$ cat config.mk
export PLATFORM = sky130hd
export DESIGN_NAME = reset_group_select
export DESIGN_NICKNAME = d
export VERILOG_FILES = /design/src/reset_group_select_pkg.sv /design/src/reset_scope_if.sv /design/src/reset_scope_decode.sv /design/src/reset_group_select.sv
export VERILOG_INCLUDE_DIRS = /design/src
export SDC_FILE = /design/constraint.sdc
export NUM_CORES = 1
export LEC_CHECK = 0
export ABC_AREA = 1
export BUFFER_PORTS_ARGS = -buffer_cell sky130_fd_sc_hd__buf_4
export CAP_MARGIN = 0
export CORE_UTILIZATION = 39
export CTS_BUF_LIST = sky130_fd_sc_hd__clkbuf_4
export DETAILED_ROUTE_END_ITERATION = 10
export GPL_ROUTABILITY_DRIVEN = 1
export PLACE_DENSITY = 0.71
export SYNTH_ARGS = -nofsm -noshare
export SYNTH_HDL_FRONTEND = slang
export SYNTH_SLANG_ARGS = --single-unit
$ cat constraint.sdc
create_clock -name clk_sys -period 5.13 [get_ports clk_sys]
set_clock_uncertainty 0.2 [all_clocks]
set_input_delay 1.2825 -clock clk_sys [delete_from_list [all_inputs] [get_ports clk_sys]]
set_output_delay 1.2825 -clock clk_sys [all_outputs]
set_load 0.005 [all_outputs]
$ cat src/reset_group_select_defines.svh
// offsets, bit positions, reset values and nanosecond timings of the reset group select block
`ifndef RESET_GROUP_SELECT_DEFINES_SVH
`define RESET_GROUP_SELECT_DEFINES_SVH

`define RGS_ADDR_W            4
`define RGS_OFF_CTRL          4'h0
`define RGS_OFF_STATE         4'h1
`define RGS_OFF_THRESH        4'h2
`define RGS_OFF_DMA           4'h3

`define RGS_BIT_GLOBAL        16
`define RGS_BIT_RX            17
`define RGS_BIT_TX            18
`define RGS_BIT_FIFO          20
`define RGS_BIT_NET           21
`define RGS_BIT_HOST          22
`define RGS_BIT_BUSY          26

`define RGS_BIT_DMA_TXPROG    0

`define RGS_THRESH_W          13
`define RGS_THRESH_RST        13'h0000

`define RGS_PULSE_NS          400
`define RGS_CLK_NS            100

`endif

$ cat src/reset_group_select_pkg.sv
// types of the reset group select block
package reset_group_select_pkg;

	typedef enum logic [1:0] {
		ST_IDLE,
		ST_PULSE,
		ST_DONE
	} seq_state_e;

	// which resets and groups one control write asked for
	typedef struct packed {
		logic whole;
		logic rx;
		logic tx;
		logic fifo;
		logic net;
		logic host;
	} reset_req_s;

	// clear strobes that fan out to the function groups
	typedef struct packed {
		logic tx_fifo;
		logic rx_fifo;
		logic thresh;
		logic tx_net;
		logic rx_net;
		logic tx_mac;
		logic rx_mac;
		logic tx_status;
		logic rx_mode;
		logic stats;
		logic host;
		logic tx_dma_prog;
	} group_clear_s;

endpackage : reset_group_select_pkg

$ cat src/reset_scope_if.sv
// request and clear bundle between the sequencer and the scope decoder
`timescale 1ns/100ps
interface reset_scope_if;
	reset_group_select_pkg::reset_req_s   req;
	logic                                 fire;
	reset_group_select_pkg::group_clear_s clr;

	modport seq (output req, output fire, input clr);
	modport dec (input req, input fire, output clr);
endinterface : reset_scope_if

$ cat src/reset_scope_decode.sv
// maps the latched reset sources and group selects onto group clear strobes
`timescale 1ns/100ps
module reset_scope_decode (
	reset_scope_if.dec scope
);
	reset_group_select_pkg::group_clear_s c;
	logic                                 do_tx;
	logic                                 do_rx;

	always_comb begin
		do_tx = scope.fire & (scope.req.tx | scope.req.whole);
		do_rx = scope.fire & (scope.req.rx | scope.req.whole);
		c = '0;
		c.tx_fifo     = do_tx & scope.req.fifo;
		c.rx_fifo     = do_rx & scope.req.fifo;
		c.thresh      = (do_tx | do_rx) & scope.req.fifo;
		c.tx_net      = do_tx & scope.req.net;
		c.tx_mac      = do_tx & scope.req.net;
		c.tx_status   = do_tx & scope.req.net;
		c.rx_net      = do_rx & scope.req.net;
		c.rx_mac      = do_rx & scope.req.net;
		c.rx_mode     = do_rx & scope.req.net;
		c.stats       = do_rx & scope.req.net;
		// only the whole-device source reaches the host interface
		c.host        = scope.fire & scope.req.whole & scope.req.host;
		c.tx_dma_prog = do_tx;
	end

	assign scope.clr = c;
endmodule : reset_scope_decode

$ cat src/reset_group_select.sv
// reset group select: control register, reset sequencer and group clear outputs
//
// The implementer's own choices: the address map and the plain strobed port.
`timescale 1ns/100ps
`include "reset_group_select_defines.svh"
// Overview of operation
// - fifo select includes fifo in resets
// - fifo select self-clears after reset
// - start threshold cleared with fifo group
// - network group split by tx/rx source
// - host select includes host in global
// - host select self-clears after reset
// - host cleared only by global reset
// - tx dma flag cleared by tx/global
// - global reset clears selected groups, self-clears
// - receive reset clears selected rx, self-clears
// - busy flag high while reset runs
module reset_group_select #(
	parameter int PULSE_CYCLES = (`RGS_PULSE_NS + `RGS_CLK_NS - 1) / `RGS_CLK_NS
) (
	// clock and reset
	input  wire logic                     clk_sys,
	input  wire logic                     arst_n,
	// register port
	input  wire logic [`RGS_ADDR_W-1:0]   reg_addr,
	input  wire logic [31:0]              reg_wdata,
	input  wire logic                     reg_wr,
	input  wire logic                     reg_rd,
	output logic      [31:0]              reg_rdata,
	// transmit dma in progress set by the dma engine
	input  wire logic                     tx_dma_start,
	// group clear strobes, one per cycle of the reset pulse
	output logic                          clr_tx_fifo,
	output logic                          clr_rx_fifo,
	output logic                          clr_tx_net,
	output logic                          clr_rx_net,
	output logic                          clr_tx_mac,
	output logic                          clr_rx_mac,
	output logic                          clr_tx_status,
	output logic                          clr_rx_mode,
	output logic                          clr_stats,
	output logic                          clr_host,
	// state of owned registers
	output logic [`RGS_THRESH_W-1:0]      transmit_start_threshold,
	output logic                          transmit_dma_in_progress,
	output logic                          reset_in_progress
);

	// the pulse counter is eight bits wide
	if (PULSE_CYCLES < 1 || PULSE_CYCLES > 255) begin : g_pulse_chk
		$error("PULSE_CYCLES out of range");
	end

	////////////////////////////////////////////////////////////////////////////////

	typedef struct packed {
		reset_group_select_pkg::seq_state_e st;
		reset_group_select_pkg::reset_req_s req;
		logic [7:0]                         cnt;
		logic [`RGS_THRESH_W-1:0]           thresh;
		logic                               dma_prog;
		logic [31:0]                        rdata;
	} state_s;

	state_s s_r;
	state_s s_nxt;

	reset_scope_if scope ();

	reset_scope_decode u_decode (
		.scope (scope)
	);

	assign scope.req  = s_r.req;
	assign scope.fire = (s_r.st == reset_group_select_pkg::ST_PULSE);

	function automatic reset_group_select_pkg::reset_req_s take_req(input logic [31:0] d);
		reset_group_select_pkg::reset_req_s r;
		r.whole = d[`RGS_BIT_GLOBAL];
		r.rx    = d[`RGS_BIT_RX];
		r.tx    = d[`RGS_BIT_TX];
		r.fifo  = d[`RGS_BIT_FIFO];
		r.net   = d[`RGS_BIT_NET];
		r.host  = d[`RGS_BIT_HOST];
		return r;
	endfunction : take_req

	////////////////////////////////////////////////////////////////////////////////

	always_comb begin
		logic ctl_wr;
		logic busy;
		ctl_wr = reg_wr && (reg_addr == `RGS_OFF_CTRL);
		busy   = (s_r.st != reset_group_select_pkg::ST_IDLE);
		s_nxt  = s_r;

		case (s_r.st)
			reset_group_select_pkg::ST_IDLE: begin
				// one write captures both sources and selects
				if (ctl_wr && (reg_wdata[`RGS_BIT_GLOBAL] | reg_wdata[`RGS_BIT_RX]
						| reg_wdata[`RGS_BIT_TX])) begin
					s_nxt.req = take_req(reg_wdata);
					s_nxt.cnt = PULSE_CYCLES[7:0];
					s_nxt.st  = reset_group_select_pkg::ST_PULSE;
				end
			end
			reset_group_select_pkg::ST_PULSE: begin
				s_nxt.cnt = s_r.cnt - 8'h01;
				if (s_r.cnt == 8'h01)
					s_nxt.st = reset_group_select_pkg::ST_DONE;
			end
			reset_group_select_pkg::ST_DONE: begin
				// sources and selects all self-clear together
				s_nxt.req = '0;
				s_nxt.st  = reset_group_select_pkg::ST_IDLE;
			end
			default: begin
				s_nxt.req = '0;
				s_nxt.st  = reset_group_select_pkg::ST_IDLE;
			end
		endcase

		// writes during a running reset are dropped for the threshold too
		if (reg_wr && (reg_addr == `RGS_OFF_THRESH) && !busy)
			s_nxt.thresh = reg_wdata[`RGS_THRESH_W-1:0];
		if (scope.clr.thresh)
			s_nxt.thresh = `RGS_THRESH_RST;

		if (tx_dma_start)
			s_nxt.dma_prog = 1'b1;
		else if (scope.clr.tx_dma_prog)
			s_nxt.dma_prog = 1'b0;

		s_nxt.rdata = 32'h0000_0000;
		if (reg_rd) begin
			case (reg_addr)
				`RGS_OFF_CTRL: s_nxt.rdata[`RGS_BIT_BUSY] = busy;
				`RGS_OFF_STATE: s_nxt.rdata[1:0] = s_r.st;
				`RGS_OFF_THRESH: s_nxt.rdata[`RGS_THRESH_W-1:0] = s_r.thresh;
				`RGS_OFF_DMA: s_nxt.rdata[`RGS_BIT_DMA_TXPROG] = s_r.dma_prog;
				default: s_nxt.rdata = 32'h0000_0000;
			endcase
		end
	end

	always_ff @(posedge clk_sys or negedge arst_n) begin
		if (!arst_n) begin
			s_r <= '{st: reset_group_select_pkg::ST_IDLE, req: '0, cnt: 8'h00,
				thresh: `RGS_THRESH_RST, dma_prog: 1'b0, rdata: 32'h0000_0000};
		end else begin
			s_r <= s_nxt;
		end
	end

	////////////////////////////////////////////////////////////////////////////////

	assign reg_rdata                = s_r.rdata;
	assign transmit_start_threshold = s_r.thresh;
	assign transmit_dma_in_progress = s_r.dma_prog;
	assign reset_in_progress        = (s_r.st != reset_group_select_pkg::ST_IDLE);

	assign clr_tx_fifo   = scope.clr.tx_fifo;
	assign clr_rx_fifo   = scope.clr.rx_fifo;
	assign clr_tx_net    = scope.clr.tx_net;
	assign clr_rx_net    = scope.clr.rx_net;
	assign clr_tx_mac    = scope.clr.tx_mac;
	assign clr_rx_mac    = scope.clr.rx_mac;
	assign clr_tx_status = scope.clr.tx_status;
	assign clr_rx_mode   = scope.clr.rx_mode;
	assign clr_stats     = scope.clr.stats;
	assign clr_host      = scope.clr.host;

endmodule : reset_group_select

# Word-level counts from Yosys, hierarchy flattened

Index checks and enable logic that the tools add are counted.

Add/sub/neg operators: 1
Equal/unequal tests: 7
Muxes and demuxes: 14
Bitwise logic cells: 15
Reductions and logical operators: 14

Operators by type and width:

| cell                                                                  | count |
|---|---|
| 27-bit 2-to-1 mux                                                     | 1 |
| 13-bit 2-to-1 mux                                                     | 2 |
| 16-bit 2-to-1 mux                                                     | 1 |
| 8-bit case mux with 2 select lines                                    | 1 |
| 6-bit case mux with 2 select lines                                    | 1 |
| 11-bit 2-to-1 mux                                                     | 1 |
| 1-bit bitwise AND                                                     | 9 |
| 4-bit by 2-bit equality test with 1-bit output, second input constant | 2 |
| 8-bit by 1-bit equality test with 1-bit output, second input constant | 1 |
| 2-bit nonzero test                                                    | 4 |
| 8-bit by 1-bit subtractor with 8-bit output, second input constant    | 1 |
| 2-bit AND reduction                                                   | 3 |
| 1-bit OR                                                              | 5 |
| 4-bit by 1-bit equality test with 1-bit output, second input constant | 1 |
| 1-bit logical AND                                                     | 4 |
| 4-bit zero test                                                       | 1 |
| 2-bit != test, second input constant                                  | 2 |
| 2-bit case mux with 2 select lines                                    | 1 |
| 1-bit 2-to-1 mux                                                      | 3 |
| 1-bit case mux with 3 select lines                                    | 1 |
| 2-bit by 1-bit equality test with 1-bit output, second input constant | 1 |
| 2-bit zero test                                                       | 1 |
| 2-bit 2-to-1 mux                                                      | 1 |
| 1-bit case mux with 2 select lines                                    | 1 |
| other kinds (2)                                                       | 2 |

Register bits: 62
Word-level logic and storage cells: 62

# Depth between registers and ports, before layout

Word-level depth: 5
Depth in mapped cells: 8
Depth with buffers taken out: 8

# Cells and area by module

Synthesis repeated with hierarchy kept, for this count alone.

Cells, all modules: 290
Area total of the unflattened synthesis: 2422.3 µm²

Modules (own cells, without submodules):

| module             | times used | cells an instance | area each (µm²) | seq. area each (µm²) |
|---|---|---|---|---|
| reset_group_select | 1          | 267               | 2303.5          | 1101.1 |
| reset_scope_decode | 1          | 23                | 118.9           | 0.0 |

# Worst setup path before layout

OpenSTA, ideal clock, no wires.

Path type: reg2out
From: register s_r[61] (netlist name)
To: output port clr_rx_mode
Arrival time: 1.164 ns
Data required time: 3.648 ns
Setup slack: 2.484 ns
Cell stages (with the launch flop): 7
Buffers on the path: 1
Path through: dfrtp_1 > inv_1 > nand2_2 > inv_1 > o21ai_0 > nor2_1 > buf_4

Longest elaborated chain between the ends: 3

RTL lines:

| element                                        | line                      | RTL |
|---|---|---|
| start, declared                                | reset_group_select.sv:65  | `state_s s_r;` |
| start signal, assigned                         | reset_group_select.sv:148 | `s_r <= '{st: reset_group_select_pkg::ST_IDLE, req: '0, cnt: 8'h00,` |
| start signal, assigned                         | reset_group_select.sv:151 | `s_r <= s_nxt;` |
| 2-bit by 1-bit equality test with 1-bit output | reset_group_select.sv:75  | `assign scope.fire = (s_r.st == reset_group_select_pkg::ST_PULSE);` |
| 1-bit bitwise AND                              | reset_scope_decode.sv:12  | `do_rx = scope.fire & (scope.req.rx \| scope.req.whole);` |
| 1-bit bitwise AND                              | -                         |  |
| end, declared                                  | reset_group_select.sv:40  | `output logic clr_rx_mode,` |

Every way passes these cells.

# Worst setup path after layout

From: register s_r[61] (netlist name)
To: output port clr_stats

Longest elaborated chain between the ends: 3

RTL lines:

| element                                        | line                     | RTL |
|---|---|---|
| 2-bit by 1-bit equality test with 1-bit output | reset_group_select.sv:75 |  |
| 1-bit bitwise AND                              | reset_scope_decode.sv:12 |  |
| 1-bit bitwise AND                              | reset_scope_decode.sv:23 | `c.stats = do_rx & scope.req.net;` |
| end, declared                                  | reset_group_select.sv:41 | `output logic clr_stats,` |

Every way passes these cells.

==> impl_metrics.tcl <==
set metrics [dict create \
    maxCapViolations 0 \
    grt_usage_pct 14.8 \
    worstSetupPathDepth 6 \
    root_buffer "clkbuf_4" \
    setup-tns-final_ns 0 \
    cts_tree "built" \
    final.period_utilization_pct 66.6 \
    overflow 0 \
    rows 28 \
    drt_iter0_markers 83 \
    post_cts_buffers 0 \
    layoutNonFillerInstCount 406 \
    wirelength_um 4520 \
    synth_compound_area_share_pct 2.89 \
    status "complete, no violations" \
    synth_seq_cells 44 \
    dp_cells 398 \
    multiInputGateArea_um2 830 \
    chipHeight_um 80.8 \
    antenna_found_initial 0 \
    path_buf_inv 3 \
    dieArea_um2 6530 \
    fin_crit_ns 3.42 \
    clock-sinks 44 \
    port_buffers 66 \
    path_clk_slew_ns 0.13 \
    ys.warnings.count 0 \
    drt-pass1-iter-count 4 \
    r2r_start "s_r[60]" \
    p_leak_nw 1.52 \
    cp_top_family "buffers and inverters" \
    synth.avg_cell_area_um2 8.21 \
    cpMostUsedCell "inv_1" \
    synthFlopType "dfrtp_1" \
    critPathRequiredTime_ns 3.65 \
    min-delay-path-class "reg2reg" \
    antennaDiodeCount 0 \
    ctsHtreeMaxLevel 2 \
    n_fill_cell 620 \
    synthAdderAreaFrac_pct 1.03 \
    final_max_slew_viol_count 0 \
    drt-wirelength-per-cell_um 11.1 \
    first_global_vias 1675 \
    crit_chain "inv_1 -> nand2_2 -> inv_1 -> o21ai_0 -> nor2_1 -> buf_4" \
    initial_core_util_pct 40.7 \
    area_growth_pct 13.0 \
    holdCritStartpoint "s_r[57]" \
    syn_inst 295 \
    grt_max_degree 45 \
    crit_path_max_incr_delay_ns 0.44 \
    fp.dieW_um 80.8 \
    post_cts_resized 0 \
    synth-edff-count 0 \
    grt_pass1_wl_um 7460 \
    vdd_drop_max_mv 0.153 \
    synth-async-reset-ratio_pct 100 \
    cts_max_path_buffers 2 \
    ant_nets 0 \
    synth_top_family_by_area "simple AND/OR/NAND/NOR gates" \
    gp_congestion 0.853 \
    worst_slew_pin_slew_ns 0.565 \
    yosysUniqueCellTypes 26 \
    critPathLaunchType "flop" \
    cp_data_arrival_time_ns 1.93 \
    drive_above_1_share_pct 25.7 \
    slew_headroom_pct 62.3 \
    synthSimpleGateAreaFrac_pct 27.2 \
    finalHoldViolations 0 \
    hpwl_um 3390 \
    yosysSeqAreaShare_pct 45.5 \
    setup_violations 0 \
    powerDensity_nw_per_um2 404 \
    end_kind "primary output" \
    synth_xor_xnor_area_share_pct 0.362 \
    fmax_mhz 293 \
    vias 1818 \
    fin_nets 373 \
    path_class "reg2out" \
    holdPathStages 2 \
    slowest_stage "dfrtp_1" \
    num_io_pins 98 \
    cts-buffers-inserted 5 \
    coreArea_um2 5960 \
    synth_area_um2 2420 \
    rsz0062_at_grt "no" \
    layout_common_cells "nand2_1, buf_4, dfrtp_1" \
    clock_latency_ns 0.35 \
    drc_errors 0 \
    cts_hold_buf 0 \
    synthMuxAreaShare_pct 0 \
    vias_per_cell 4.48 \
    startpoint "s_r[61]" \
    path_max_fanout 17 \
    seq_area_um2 1100 \
    reg2regPathDepth 5 \
]
cell type report:
cell class	count	share of cell area, %
well taps	75	3.43
inverters	36	4.94
multi-input cells	177	30.3
clock inverters	2	1.28
flip-flops and latches	44	40.3
repair buffers	66	18.1
clock buffers	6	1.65
path summary, 6_finish.rpt:
path	endpoint	slack, ns
min reg2reg	s_r[57]	0.29
min in group asynchronous	reg_rdata[0]	0.70
max	clr_stats	1.71
min	s_r[57]	0.29
max reg2reg	transmit_start_threshold[11]	3.26
max in group asynchronous	s_r[53]	3.64
stage by stage:
stage | setup WS [ns] | cell area, um2 | hold slack, ns | power (mW) | utilization [%]
2_1_floorplan | 2.48 | 2480 | 0.242 | 0.816 | -
6_report | 1.71 | 2740 | 0.287 | 1.10 | 45.9
5_1_grt | 1.57 | 2740 | 0.313 | 1.19 | 45.9
3_3_place_gp | 2.14 | 2660 | 0.254 | 0.879 | 44.6
3_5_place_dp | 2.13 | 2660 | 0.263 | 0.896 | 44.6
4_1_cts | 1.71 | 2740 | 0.292 | 1.12 | 45.9
metal layers:
metal / share of wire [%] / track usage [%] / up-vias
li1: - / - / 915
met1: 42 / 18.3 / 835
met2: 51 / 26.2 / 63
met3: 6.3 / 3.71 / 5
met4: 0.95 / 3.21 / 0
met5: 0 / 0 / -
kinds of logic (layout without fill, tap and decap cells):
family / Yosys count / count (layout)
fa+ha+maj: 2 / 2
flops: 44 / 44
xor+xnor: 1 / 1
compound gates: 12 / 12
buf+inv: 91 / 110
other cells: 1 / 18
simple gates: 144 / 144
report_power, final:
group	total [mW]	leakage (nW)	switching (mW)	internal (mW)
Sequential	0.508	0.579	0.0748	0.433
Combinational	0.377	0.893	0.209	0.168
Clock	0.220	0.0456	0.112	0.108
synthesized netlist by cell type (3+ instances only):
| master | n | share of area (%) |
|---|---|---|
| o21ai_0 | 5 | 1.0 |
| nor2_1 | 29 | 4.5 |
| inv_1 | 35 | 5.4 |
| a21oi_1 | 4 | 0.83 |
| dfrtp_1 | 44 | 45 |
| buf_6 | 3 | 1.4 |
| nand3_1 | 37 | 7.6 |
| buf_4 | 50 | 16 |
| nand2_1 | 66 | 10 |
sequential cells by signal, indices dropped and copies added, names as in the netlist:
signal and cells:
s_r 16, transmit_dma_in_progress 1, transmit_start_threshold 13, reg_rdata 14
worst register-to-register path, delay by kind of cell (launching register included):
family                 cells  cell delay (ns)
and+or+nand+nor            4             0.98
DFF                        1             0.45
buffers and inverters      1             0.18
Note: power is estimated with default switching activity, not from simulation.
